**config.mk**
```make
export PLATFORM = sky130hd
export DESIGN_NAME = hwbo_top
export DESIGN_NICKNAME = d
export VERILOG_FILES = /design/src/hwbo_pkg.sv /design/src/hwbo_addr_sum.sv /design/src/hwbo_top.sv
export SDC_FILE = /design/constraint.sdc
export NUM_CORES = 1
export LEC_CHECK = 0
export BUFFER_PORTS_ARGS = -buffer_cell sky130_fd_sc_hd__buf_4
export CORE_MARGIN = 10
export CORE_UTILIZATION = 50
export DETAILED_ROUTE_END_ITERATION = 6
export MAX_ROUTING_LAYER = met4
export PLACE_DENSITY = 0.86
export SLEW_MARGIN = 25
export SYNTH_ARGS = -nofsm -noshare
export SYNTH_HDL_FRONTEND = slang
export SYNTH_SLANG_ARGS = --single-unit
```
**constraint.sdc**
```tcl
create_clock -name sys_clk -period 3.1 [get_ports sys_clk]
set_input_delay 0.31 -clock sys_clk [delete_from_list [all_inputs] [get_ports sys_clk]]
set_output_delay 0.31 -clock sys_clk [all_outputs]
set_load 0.005 [all_outputs]
```
**src/hwbo_pkg.sv**
```systemverilog
/*
 * Package for the host window bank offset block: register indices, field
 * positions, reset values and mode enumerations.
 * Assumes a byte-wide indexed register port sitting beside the host bus.
 */
package hwbo_pkg;
	// ------------------------------------------------------------
	// register indices
	// ------------------------------------------------------------
	localparam logic [7:0] HWBO_IDX_SET_RESET = 8'h00;
	localparam logic [7:0] HWBO_IDX_SR_ENABLE = 8'h01;
	localparam logic [7:0] HWBO_IDX_OFS_FIRST = 8'h09;
	localparam logic [7:0] HWBO_IDX_OFS_SECOND = 8'h0A;
	localparam logic [7:0] HWBO_IDX_WR_EXT = 8'h0B;
	// ------------------------------------------------------------
	// reset values and write extension used-bit mask
	// ------------------------------------------------------------
	localparam logic [7:0] HWBO_RST_OFS = 8'h00;
	localparam logic [7:0] HWBO_RST_WR_EXT = 8'h00;
	localparam logic [7:0] HWBO_RST_SR = 8'h00;
	localparam logic [7:0] HWBO_WR_EXT_USED = 8'h3F;
	// ------------------------------------------------------------
	// write mode extension field positions
	// ------------------------------------------------------------
	localparam int HWBO_B_SECOND_EN = 0;
	localparam int HWBO_B_BY8 = 1;
	localparam int HWBO_B_EXT_WR = 2;
	localparam int HWBO_B_LATCH8 = 3;
	localparam int HWBO_B_ENH16 = 4;
	localparam int HWBO_B_GRAN16 = 5;
	// memory map select code meaning the 64K window
	localparam logic [1:0] HWBO_MAP_64K = 2'h1;
	// ------------------------------------------------------------
	// widths and multiplicities
	// ------------------------------------------------------------
	localparam int HWBO_HA_W = 17;
	localparam int HWBO_MA_W = 22;
	localparam int HWBO_BY8_SHIFT = 3;
	localparam int HWBO_SIXTEEN_BYTE_BLOCK_ADDRESSING_SHIFT = 4;
	localparam logic [4:0] HWBO_BYTES_NORMAL = 5'h01;
	localparam logic [4:0] HWBO_BYTES_EXT = 5'h08;
	localparam logic [4:0] HWBO_BYTES_ENH = 5'h10;
	localparam logic [3:0] HWBO_LATCH_NORMAL = 4'h4;
	localparam logic [3:0] HWBO_LATCH_WIDE = 4'h8;
	localparam logic [2:0] HWBO_WMODE_4 = 3'h4;
	localparam logic [2:0] HWBO_WMODE_5 = 3'h5;

	typedef enum logic [1:0] {
		HWBO_ADDR_PACKED = 2'b00,
		HWBO_ADDR_BY8 = 2'b01,
		HWBO_ADDR_SIXTEEN_BYTE_BLOCK_ADDRESSING = 2'b11
	} hwbo_addr_mode_t;
endpackage

```
**src/hwbo_addr_sum.sv**
```systemverilog
/*
 * Address summer: masks host bit 16 in the 64K map or with the second window enabled (bit 15 with the second window only), adds the selected offset at 4K
 * or 16K weight and drops the carry.
 * Assumes the caller supplies a stable offset selection and mode bits.
 */
`timescale 1ns/1ps
`default_nettype none
module hwbo_addr_sum
	import hwbo_pkg::*;
(
	// host address and selection
	input wire logic [HWBO_HA_W-1:0] host_addr,
	input wire logic [7:0] offset,
	input wire logic map_64k,
	input wire logic second_en,
	input wire logic gran16,
	// result
	output logic [HWBO_MA_W-1:0] sum_addr
);
	logic [HWBO_HA_W-1:0] masked_host_address;
	logic [9:0] base_hi;
	logic [9:0] ofs_hi;
	logic [9:0] page_sum;

	always_comb
	begin
		masked_host_address = host_addr;
		if (map_64k || second_en)
		begin
			masked_host_address[16] = 1'b0;
		end
		if (map_64k || second_en)
		begin
			masked_host_address[15] = 1'b0;
		end
		if (map_64k && !second_en)
		begin
			masked_host_address[15] = host_addr[15];
		end
	end

	always_comb
	begin
		base_hi = {5'h00, masked_host_address[16:12]};
		if (gran16)
		begin
			ofs_hi = {offset, 2'b00};
		end
		else
		begin
			ofs_hi = {2'b00, offset};
		end
		// carry out of bit 21 is dropped by the width
		page_sum = base_hi + ofs_hi;
		if (!gran16)
		begin
			page_sum[9:8] = 2'b00;
		end
	end

	assign sum_addr = {page_sum, masked_host_address[11:0]};
endmodule
`default_nettype wire

```
**src/hwbo_top.sv**
```systemverilog
/*
 * Host window bank offset: maps host cycles in the legacy window onto the
 * display memory address, holds offset and write mode extension registers.
 * Assumes an indexed byte register port on sys_clk and host cycles given
 * as a one-cycle strobe with address; the far memory path takes the result.
 */
`timescale 1ns/1ps
`default_nettype none
module hwbo_top
	import hwbo_pkg::*;
(
	// clock and reset
	input wire logic sys_clk,
	input wire logic srst,
	// indexed register port
	input wire logic reg_wr,
	input wire logic reg_rd,
	input wire logic [7:0] reg_index,
	input wire logic [7:0] reg_wdata,
	output logic [7:0] reg_rdata,
	// neighbouring mode inputs
	input wire logic [1:0] memory_map_select,
	input wire logic extended_sequencer_mode,
	input wire logic [2:0] write_mode_sel,
	input wire logic [7:0] plane_write_mask,
	// host cycle
	input wire logic host_stb,
	input wire logic [HWBO_HA_W-1:0] host_addr,
	// display memory address path
	output logic mem_stb,
	output logic [HWBO_MA_W-1:0] summed_memory_address,
	output logic [HWBO_MA_W-1:0] block_address,
	output logic [15:0] byte_write_mask,
	// mode outputs for the write datapath
	output logic [4:0] bytes_per_host_byte,
	output logic [3:0] latch_bytes,
	output logic color_ext_enable,
	output logic enh_mode_active,
	output logic page_select_used,
	output logic [7:0] set_reset_value,
	output logic [7:0] set_reset_enable
);
	// ------------------------------------------------------------
	// registers
	// ------------------------------------------------------------
	logic [7:0] bank_offset_first;
	logic [7:0] bank_offset_second;
	logic [7:0] write_mode_extensions;
	logic ext_wr_q;
	logic sel_second;
	logic [7:0] offset_sel;
	logic [HWBO_MA_W-1:0] next_sum;
	logic enh16;
	logic sixteen_byte_block_addressing;
	logic eight_byte_block_addressing;
	hwbo_addr_mode_t addr_mode;

	always_ff @(posedge sys_clk)
	begin
		if (srst)
		begin
			bank_offset_first <= HWBO_RST_OFS;
			bank_offset_second <= HWBO_RST_OFS;
			write_mode_extensions <= HWBO_RST_WR_EXT;
		end
		else if (reg_wr)
		begin
			if (reg_index == HWBO_IDX_OFS_FIRST)
				bank_offset_first <= reg_wdata;
			else if (reg_index == HWBO_IDX_OFS_SECOND)
				bank_offset_second <= reg_wdata;
			else if (reg_index == HWBO_IDX_WR_EXT)
				write_mode_extensions <= reg_wdata & HWBO_WR_EXT_USED;
		end
	end

	// set/reset registers: upper nibble cleared when extended writes turn off
	always_ff @(posedge sys_clk)
	begin
		if (srst)
		begin
			set_reset_value <= HWBO_RST_SR;
			set_reset_enable <= HWBO_RST_SR;
			ext_wr_q <= 1'b0;
		end
		else
		begin
			ext_wr_q <= write_mode_extensions[HWBO_B_EXT_WR];
			if (reg_wr && reg_index == HWBO_IDX_SET_RESET)
				set_reset_value <= reg_wdata;
			else if (ext_wr_q && !write_mode_extensions[HWBO_B_EXT_WR])
				set_reset_value[7:4] <= 4'h0;
			if (reg_wr && reg_index == HWBO_IDX_SR_ENABLE)
				set_reset_enable <= reg_wdata;
			else if (ext_wr_q && !write_mode_extensions[HWBO_B_EXT_WR])
				set_reset_enable[7:4] <= 4'h0;
		end
	end

	always_ff @(posedge sys_clk)
	begin
		if (srst)
			reg_rdata <= 8'h00;
		else if (reg_rd)
		begin
			if (reg_index == HWBO_IDX_OFS_FIRST)
				reg_rdata <= bank_offset_first;
			else if (reg_index == HWBO_IDX_OFS_SECOND)
				reg_rdata <= bank_offset_second;
			else if (reg_index == HWBO_IDX_WR_EXT)
				reg_rdata <= write_mode_extensions;
			else if (reg_index == HWBO_IDX_SET_RESET)
				reg_rdata <= set_reset_value;
			else if (reg_index == HWBO_IDX_SR_ENABLE)
				reg_rdata <= set_reset_enable;
			else
				reg_rdata <= 8'h00;
		end
	end

	// ------------------------------------------------------------
	// offset selection and summing
	// ------------------------------------------------------------
	// the second window is the upper 32K half of the host range
	assign sel_second = write_mode_extensions[HWBO_B_SECOND_EN]
		&& host_addr[15];
	assign offset_sel = sel_second ? bank_offset_second
		: bank_offset_first;

	hwbo_addr_sum u_sum (
		.host_addr(host_addr),
		.offset(offset_sel),
		.map_64k(memory_map_select == HWBO_MAP_64K),
		.second_en(write_mode_extensions[HWBO_B_SECOND_EN]),
		.gran16(write_mode_extensions[HWBO_B_GRAN16]),
		.sum_addr(next_sum)
	);

	// page select only matters at 4K granularity
	assign page_select_used = extended_sequencer_mode
		&& !write_mode_extensions[HWBO_B_GRAN16];

	// ------------------------------------------------------------
	// write mode extensions
	// ------------------------------------------------------------
	assign enh16 = write_mode_extensions[HWBO_B_ENH16]
		&& write_mode_extensions[HWBO_B_EXT_WR];
	assign sixteen_byte_block_addressing = enh16;
	// with both set, sixteen_byte_block_addressing takes priority; software must avoid it
	assign eight_byte_block_addressing = write_mode_extensions[HWBO_B_BY8]
		&& !enh16;
	assign addr_mode = sixteen_byte_block_addressing ? HWBO_ADDR_SIXTEEN_BYTE_BLOCK_ADDRESSING
		: (eight_byte_block_addressing ? HWBO_ADDR_BY8
		: HWBO_ADDR_PACKED);
	assign enh_mode_active = enh16 && (write_mode_sel == HWBO_WMODE_4
		|| write_mode_sel == HWBO_WMODE_5);
	assign color_ext_enable = enh16;

	always_ff @(posedge sys_clk)
	begin
		if (srst)
		begin
			mem_stb <= 1'b0;
			summed_memory_address <= '0;
			block_address <= '0;
		end
		else
		begin
			mem_stb <= host_stb;
			if (host_stb)
			begin
				summed_memory_address <= next_sum;
				case (addr_mode)
					HWBO_ADDR_SIXTEEN_BYTE_BLOCK_ADDRESSING:
						block_address <= next_sum << HWBO_SIXTEEN_BYTE_BLOCK_ADDRESSING_SHIFT;
					HWBO_ADDR_BY8:
						block_address <= next_sum << HWBO_BY8_SHIFT;
					default:
						block_address <= next_sum;
				endcase
			end
		end
	end

	always_ff @(posedge sys_clk)
	begin
		if (srst)
		begin
			bytes_per_host_byte <= HWBO_BYTES_NORMAL;
			latch_bytes <= HWBO_LATCH_NORMAL;
			byte_write_mask <= 16'h0000;
		end
		else
		begin
			if (enh16)
				bytes_per_host_byte <= HWBO_BYTES_ENH;
			else if (write_mode_extensions[HWBO_B_EXT_WR])
				bytes_per_host_byte <= HWBO_BYTES_EXT;
			else
				bytes_per_host_byte <= HWBO_BYTES_NORMAL;
			latch_bytes <= write_mode_extensions[HWBO_B_LATCH8]
				? HWBO_LATCH_WIDE : HWBO_LATCH_NORMAL;
			for (int i = 0; i < 8; i++)
			begin
				if (enh16)
				begin
					byte_write_mask[2*i] <= plane_write_mask[i];
					byte_write_mask[2*i+1] <= plane_write_mask[i];
				end
				else
				begin
					byte_write_mask[i] <= plane_write_mask[i];
					byte_write_mask[i+8] <= 1'b0;
				end
			end
		end
	end
endmodule
`default_nettype wire

```
# == Word-level counts from Yosys, hierarchy flattened ==
# Index checks and enable logic that the tools add are counted.
# totals
inputBits,52
out_inout_bits,97
wordCells,81
register_bits,115
# classes
mux,28
n_addsub,1
n_reduce_logical,23
n_bitwise,3
eq_ne,9
# ops
operator,count
$mux W8,6
$pmux W22 S2,1
$eq A8 B4 Y1 const B,3
$mux W4,5
$mux W1,12
$add A5 B10 Y10,1
$mux W10,1
$logic_and A1 B1 Y1,9
$eq A8 B1 Y1 const B,1
$logic_not A8 Y1,1
$eq A3 B3 Y1 const B,2
$mux W5,1
$eq A2 B1 Y1 const B,2
$logic_not A1 Y1,4
$mux W2,2
$reduce_and A4 Y1,1
$reduce_bool A2 Y1,2
$reduce_or A2 Y1,2
$not A1 Y1,3
$reduce_and A3 Y1,1
$eq A2 B2 Y1 const B,1
$logic_or A1 B1 Y1,2
$reduce_and A2 Y1,1

# == Logic depth before layout (Yosys ltp) ==
# Gate-level depths: netlist of run 1.
# depth
word_depth,7
depth_mapped,13
ltp_nobuf,12

# == Hierarchy ==
# A second synthesis of run 1 with hierarchy kept.
# unflattened
hier_cells,578
area_unflattened_um2,5152.4
# modules_own_cells
module,n_inst,cells_each,area_per_inst_um2,seq_area_each_um2
hwbo_top,1,517,4672.0,2182.1
hwbo_addr_sum,1,61,480.5,0.0

# == Worst setup path before layout of run 1 ==
# No wires, ideal clock.
# synth_timing
path_type,reg2reg
startpoint,register write_mode_extensions[0]
endpoint,register block_address[17]
path_slack_ns,0.525
setup_time_ns,0.117
path_stages_with_launch,13
arrival_ns,2.458
cell_sequence,dfxtp_1 nand2_1 buf_2 mux2i_1 or2_2 inv_1 ha_1 a211oi_1 nor2_1 o21ai_0 xor2_1 o21ai_0 a32o_1
# synth_between
elab_chain_cells,5
elab_cells_between_ends,11
cone_classes,add/sub: 1; mux: 6; reduce/logical: 4
# synth_rtl
item,line_no,rtl
start: declaration,hwbo_top.sv:48,logic [7:0] write_mode_extensions;
start signal: assignment,hwbo_top.sv:73,write_mode_extensions <= reg_wdata & HWBO_WR_EXT_USED;
$logic_or A1 B1 Y1 (tied with other cells),"hwbo_addr_sum.sv:28, hwbo_addr_sum.sv:32",
$mux W1 (tied with other cells),hwbo_addr_sum.sv:32,if (map_64k || second_en)
$mux W1 / $mux W10 (equally long branches),"hwbo_addr_sum.sv:36, hwbo_addr_sum.sv:45",
$add A5 B10 Y10 (*),hwbo_addr_sum.sv:54,page_sum = base_hi + ofs_hi;
$pmux W22 S2 (*),hwbo_top.sv:173,case (addr_mode)
end signal: assignment,hwbo_top.sv:175,block_address <= next_sum << HWBO_SIXTEEN_BYTE_BLOCK_ADDRESSING_SHIFT;
end signal: assignment,hwbo_top.sv:177,block_address <= next_sum << HWBO_BY8_SHIFT;
end signal: assignment,hwbo_top.sv:179,block_address <= next_sum;
end: declaration,hwbo_top.sv:32,"output logic [HWBO_MA_W-1:0] block_address,"
# Mark *: on every way between the ends. The rest lies on a longest branch, timed or not.
# A chain may end at the register's enable or synchronous reset.

# == Final worst setup path of run 1 ==
# Ends and elaborated chain as after synthesis.

==> results of run 1 <==
==> repair_timing <==
action                                  4_1_cts  5_1_grt
hold buffers                                  0        0
resized for setup                             0        2
endpoints found under the setup margin        0        2
==> layout make-up <==
type | count | area, µm² | share of cell area, %
repair buffers | 151 | 1130 | 17.7
clock inverters | 6 | 68.8 | 1.08
inverters | 13 | 48.8 | 0.763
flip-flops and latches | 109 | 2180 | 34.2
clock buffers | 10 | 138 | 2.15
multi-input cells | 426 | 2650 | 41.5
well taps | 133 | 166 | 2.60
==> placed cells by master, fill, tap and decap left out, types with 5 or more instances in the layout <==
cell type | Yosys | final
a21oi_1 | 49 | 49
nor2_1 | 65 | 65
dfxtp_1 | 109 | 108
o211ai_1 | 5 | 5
nor2b_1 | 10 | 9
xor2_1 | 5 | 5
mux2i_1 | 68 | 68
nand3_1 | 31 | 31
clkbuf_8 | 0 | 10
buf_4 | 8 | 151
and3_1 | 5 | 5
nand2b_1 | 10 | 10
and2_1 | 5 | 5
o21ai_0 | 24 | 24
inv_1 | 12 | 12
nand2_1 | 73 | 73
a211oi_1 | 10 | 10
ha_1 | 5 | 5
==> worst max-delay path, stage by stage (launching register included) <==
cell and delay (ps):
dfxtp_2 370, nand2_1 180, buf_4 220, mux2i_1 250
mux2i_1 130, ha_1 230, or2_2 300, o21ai_0 210
xor2_1 360, o21ai_0 150, a32o_1 260
==> layer usage <==
metal,wire (µm),GRT usage [%]
met3,915,4.42
met5,0,-
met2,7300,33.3
met4,263,7.09
met1,6090,22.7
==> cells by family after synthesis <==
| logic type | synth area share [%] |
|---|---|
| fa+ha+maj | 1.62 |
| other cells | 0.0735 |
| xor+xnor | 1.03 |
| flops | 42.8 |
| compound gates | 14.2 |
| mux | 15.1 |
| buf+inv | 5.49 |
| simple gates | 19.7 |
==> flip-flops by register name, indices dropped and copies added, names as in the netlist <==
| name | flops |
|---|---|
| block_address | 22 |
| summed_memory_address | 22 |
| byte_write_mask | 12 |
| bank_offset_first | 8 |
| bank_offset_second | 8 |
| reg_rdata | 8 |
| set_reset_enable | 8 |
| set_reset_value | 8 |
| write_mode_extensions | 6 |
| bytes_per_host_byte | 3 |
| latch_bytes | 2 |
| ext_wr_q | 1 |
| mem_stb | 1 |
==> stage by stage <==
step           util, %  worst slack (ps)  cell area [µm²]  total power, mW
4_1_cts           64.8               240             6390             2.67
3_3_place_gp      62.7               416             6180             1.78
5_1_grt           64.8               108             6390             2.76
6_report          64.8               342             6390             2.65
3_5_place_dp      62.7               271             6180             1.79
2_1_floorplan        -               525             5110             1.63
==> worst paths after layout <==
path,startpoint,end,slack [ps]
hold / removal,plane_write_mask[0],byte_write_mask[0],150
hold reg to reg,block_address[3],block_address[3],480
setup / recovery,write_mode_extensions[0],block_address[17],340
setup reg to reg,write_mode_extensions[0],block_address[17],340
==> power by group through the flow <==
| stage | combinational (mW) | sequential [mW] | clock, mW |
|---|---|---|---|
| finish | 0.295 | 1.46 | 0.893 |
| global route | 0.322 | 1.47 | 0.970 |
| CTS | 0.296 | 1.46 | 0.914 |
| detailed placement | 0.296 | 1.49 | 0 |
| global placement | 0.287 | 1.49 | 0 |
| floorplan | 0.139 | 1.49 | 0 |
==> metrics, run 1 <==
Core Region 0.00986 mm²; maximum clock frequency 363 MHz; row count 36; Post-CTS Setup Inserts 0; leak pwr 2.75 nW; synthesized area per cell 8.59 µm²; fin. max-slew vios 0; CP arrival 3030 ps; internal power 1.99 mW; CP Launch Type flip-flop; ANT nets after route 0; Initial DRT Pass Iterations 4; # IOs 149; Slew headroom 34.8%; Vias 4,658; CP required 3370 ps; RD Place Congestion 0.884; R2R depth 10; Total Wirelength 14,600 µm; number of global-route vias before repair 4,628; CTS root buf clkbuf_8; PwrDens 414 mW/mm²; Post-synth top cells 109 x dfxtp_1, 73 x nand2_1, 68 x mux2i_1; Final setup viols 0; Setup TNS 0 ps; status finished, final reports clean; cts bufs inserted 9; Hold Path Depth 2; nets@finish 768; final hold slack 149 ps; input/output buffers 143; Max Root-Sink Buffers 2; DIE HEIGHT 121 µm; share of layout cells above drive strength 1 25.6%; Mapped Cells 594; area of the die 0.0146 mm²; clock slew at reported path FFs 100 ps; top-count cell post-synth dfxtp_1; GRT Util Overall 19.8%; Clock Sinks 109; number of diodes 0; synthesis-to-layout area growth 25.3%; final hold viol count 0; FILL cells 825; Critical Path End Type flip-flop; Remaining DRCs 0; Ys Warns 0; gr ovfl total 0; Post-synth ARST share 0%; clk_lat worst skew 380 ps; RSZ-0062 raised after global routing false; die width 121 µm; Final period util 89.0%; Crit Path Max Fanout 9; initial antenna violation count 0; post-synth top area share 42.8%; Avg Vias per Cell 5.49; final std cells w/o fill 848; placed cell count 832; sequential power share 55.2%; worst min-delay path class in -> reg; Setup Skew 5.31 ps; Yosys cell types 53; TritonCTS clock tree done; Worst Tran Pin Value 978 ps; H-tree depth 3; Synth area leader dfxtp_1; synthesized flop and latch total 109; top_reg_cell synth dfxtp_1; top cells by area, synth dfxtp_1 43%, mux2i_1 13%, nand2_1 5.4%, a21oi_1 4.8%, nor2_1 4.8%; switching portion of total power 25.0%; CP Class reg -> reg; fin crit period 2760 ps; first-pass GRT wire length 23,400 µm; Sw Pwr 0.662 mW; Post-synth EDFFs 0; largest net degree at the start of global routing 102; Clk pwr share 33.7%; total of max-cap violations 0; combinational power share 11.1%; maximum vdd drop 0.000246 V; starting density of the core 51.7%; sequential element share of the synthesized area 42.8%; HPWL Detailed 11,100 µm; cell area after synthesis 0.00510 mm²; wire length per cell 17.2 µm; Iter 0 DRT Violations 402
Note: power is estimated with default switching activity, not from simulation.
==> inputs of run 2 (changes only) <==
RECOVER_POWER = 100   (was unset)
==> run 2 against run 1 <==
The flow now finishes with violations (max-capacitance violations, max-slew violations). Critical path depth grew 2. Sequential power is essentially flat. Sequential share of layout area grew 0.58 points. Critical endpoint is now summed_memory_address[20]. Final area shrank 1.7%. Via count grew 0.62%. Largest cell class unchanged. Non-clock buffer count is the same.
==> metrics, run 2 (same netlist as run 1, synthesis figures left out) <==
row count 36 (unchanged); Worst Min Path Start plane_write_mask[0]; number of global-route vias before repair 4,628 (unchanged); Critical Path End Type flip-flop; TritonCTS clock tree done; total power 2.64 mW (-0.45%); share of layout cells above drive strength 1 21.7% (-3.9 points); R2R depth 12 (+2); placed cell count 832 (unchanged); clock slew at reported path FFs 100 ps (about the same); PwrDens 420 mW/mm² (+1.3%); RSZ-0062 raised after global routing false; fin area 0.00628 mm² (-1.7%); CP Launch Type flip-flop; Slew headroom -29.1% (-64 points); input/output buffers 143 (unchanged); RD Place Congestion 0.884 (unchanged); CP arrival 3070 ps (+40 ps); Hold Path Depth 2 (unchanged); failing checks max-capacitance violations, max-slew violations; hold endpoint byte_write_mask[0]; maximum vdd drop 0.000246 V (about the same); GRT Util Overall 19.8% (unchanged); Crit Reg-Reg Endpoint summed_memory_address[20]; Setup TNS 0 ps (unchanged); most frequent cells in the layout 108 x dfxtp_1, 73 x nand2_1, 70 x clkbuf_4; first-pass GRT wire length 23,400 µm (unchanged); CTS root buf clkbuf_8; Worst Tran Pin Value 1940 ps (+958 ps); DIE HEIGHT 121 µm (unchanged); cts bufs inserted 9 (unchanged); Clock Sinks 109 (unchanged); Crit Path Max Fanout 6 (-3); Initial DRT Pass Iterations 5 (+1); clk_lat worst skew 380 ps (about the same); maximum clock frequency 356 MHz (-1.8%); wire length per cell 17.2 µm (about the same); Largest regs block_address: 22 flops, summed_memory_address: 22 flops, byte_write_mask: 12 flops; Setup Skew 5.35 ps (+0.0432 ps); commonest non-fill, non-tap cell in the layout dfxtp_1; Post-CTS Setup Inserts 0 (unchanged); Final Util 63.7% (-1.1 points); Post-CTS Hold Fix Bufs 0 (unchanged); ANT nets after route 0 (unchanged); Core Region 0.00986 mm² (unchanged); number of diodes 0 (unchanged); gr ovfl total 0 (unchanged); HPWL Detailed 11,100 µm (unchanged); fin. max-slew vios 102 (+102); Iter 0 DRT Violations 421 (+4.7%); nets@finish 768 (unchanged); reg2reg setup slack 290 ps (-50 ps); status complete, but fails checks; leak pwr 2.61 nW (-5.2%); Remaining DRCs 0 (unchanged); Total Wirelength 14,600 µm (about the same); largest net degree at the start of global routing 102 (unchanged); Max Root-Sink Buffers 2 (unchanged); Avg Vias per Cell 5.53 (+0.62%); final std cells w/o fill 848 (unchanged); synthesis-to-layout area growth 23.2%; die width 121 µm (unchanged); worst min-delay path class in -> reg; CP Class reg -> reg; worst r2r src write_mode_extensions[0]; Area after DPL 0.00618 mm² (unchanged); H-tree depth 3 (unchanged); final hold viol count 0 (unchanged); Vias 4,687 (+0.62%); initial antenna violation count 0 (unchanged); area of the die 0.0146 mm² (unchanged); total of max-cap violations 1 (+1); Final setup viols 0 (unchanged); # IOs 149 (unchanged); fin crit period 2810 ps (+51.2 ps); starting density of the core 51.7% (unchanged); cts repair resizes 0 (unchanged); Final period util 90.6% (+1.7 points); CP required 3360 ps (about the same)
-- run 2: how the worst max path moves through the flow --
| stage | endpoint | depth (start not counted) | start |
|---|---|---|---|
| 3_3_place_gp | block_address[17] | 11 | write_mode_extensions[0] |
| 3_5_place_dp | summed_memory_address[20] | 12 | write_mode_extensions[0] |
| 4_1_cts | summed_memory_address[20] | 12 | write_mode_extensions[0] |
| 2_1_floorplan | block_address[17] | 12 | write_mode_extensions[0] |
| 5_1_grt | summed_memory_address[20] | 12 | write_mode_extensions[0] |
| 6_report | summed_memory_address[20] | 12 | write_mode_extensions[0] |
-- run 2: area by class of cell --
| type | instances | area (µm²) |
|---|---|---|
| Tap cell | 133 | 166 |
| Fill cell | 851 | 3580 |
| Inverter | 13 | 48.8 |
| Sequential cell | 109 | 2180 |
| Clock inverter | 6 | 68.8 |
| Multi-Input combinational cell | 426 | 2650 |
| Timing Repair Buffer | 151 | 1030 |
| Clock buffer | 10 | 138 |
-- run 2: metal layers --
metal	track usage [%]	vias up	routed length [µm]
met2	33.3	165	7290
met1	22.7	2226	6100
met4	7.09	0	263
met3	4.42	19	912
li1	-	2277	-
met5	-	-	0
-- run 2: metrics by stage --
stage	worst slack, ps	hold slack [ps]
floorplan	525	401
detailed placement	271	462
global route	61.9	130
global placement	416	446
finish	291	151
CTS	240	134
-- run 2: critical path, cell delays in order (launching register included) --
cell	delay [ps]
dfxtp_2	400
nand2_1	160
mux2i_1	180
nor2_1	110
ha_1	210
inv_1	70
fa_1	400
nor2b_1	170
o31a_1	180
o21ai_0	140
nor2b_1	310
xor2_1	120
o31ai_1	260
-- run 2: where the power goes --
part	switching [mW]	internal (mW)	leakage, nW
Clock	0.491	0.402	0.103
Sequential	0.0203	1.44	0.890
Combinational	0.149	0.135	1.61
Total	0.661	1.98	2.61
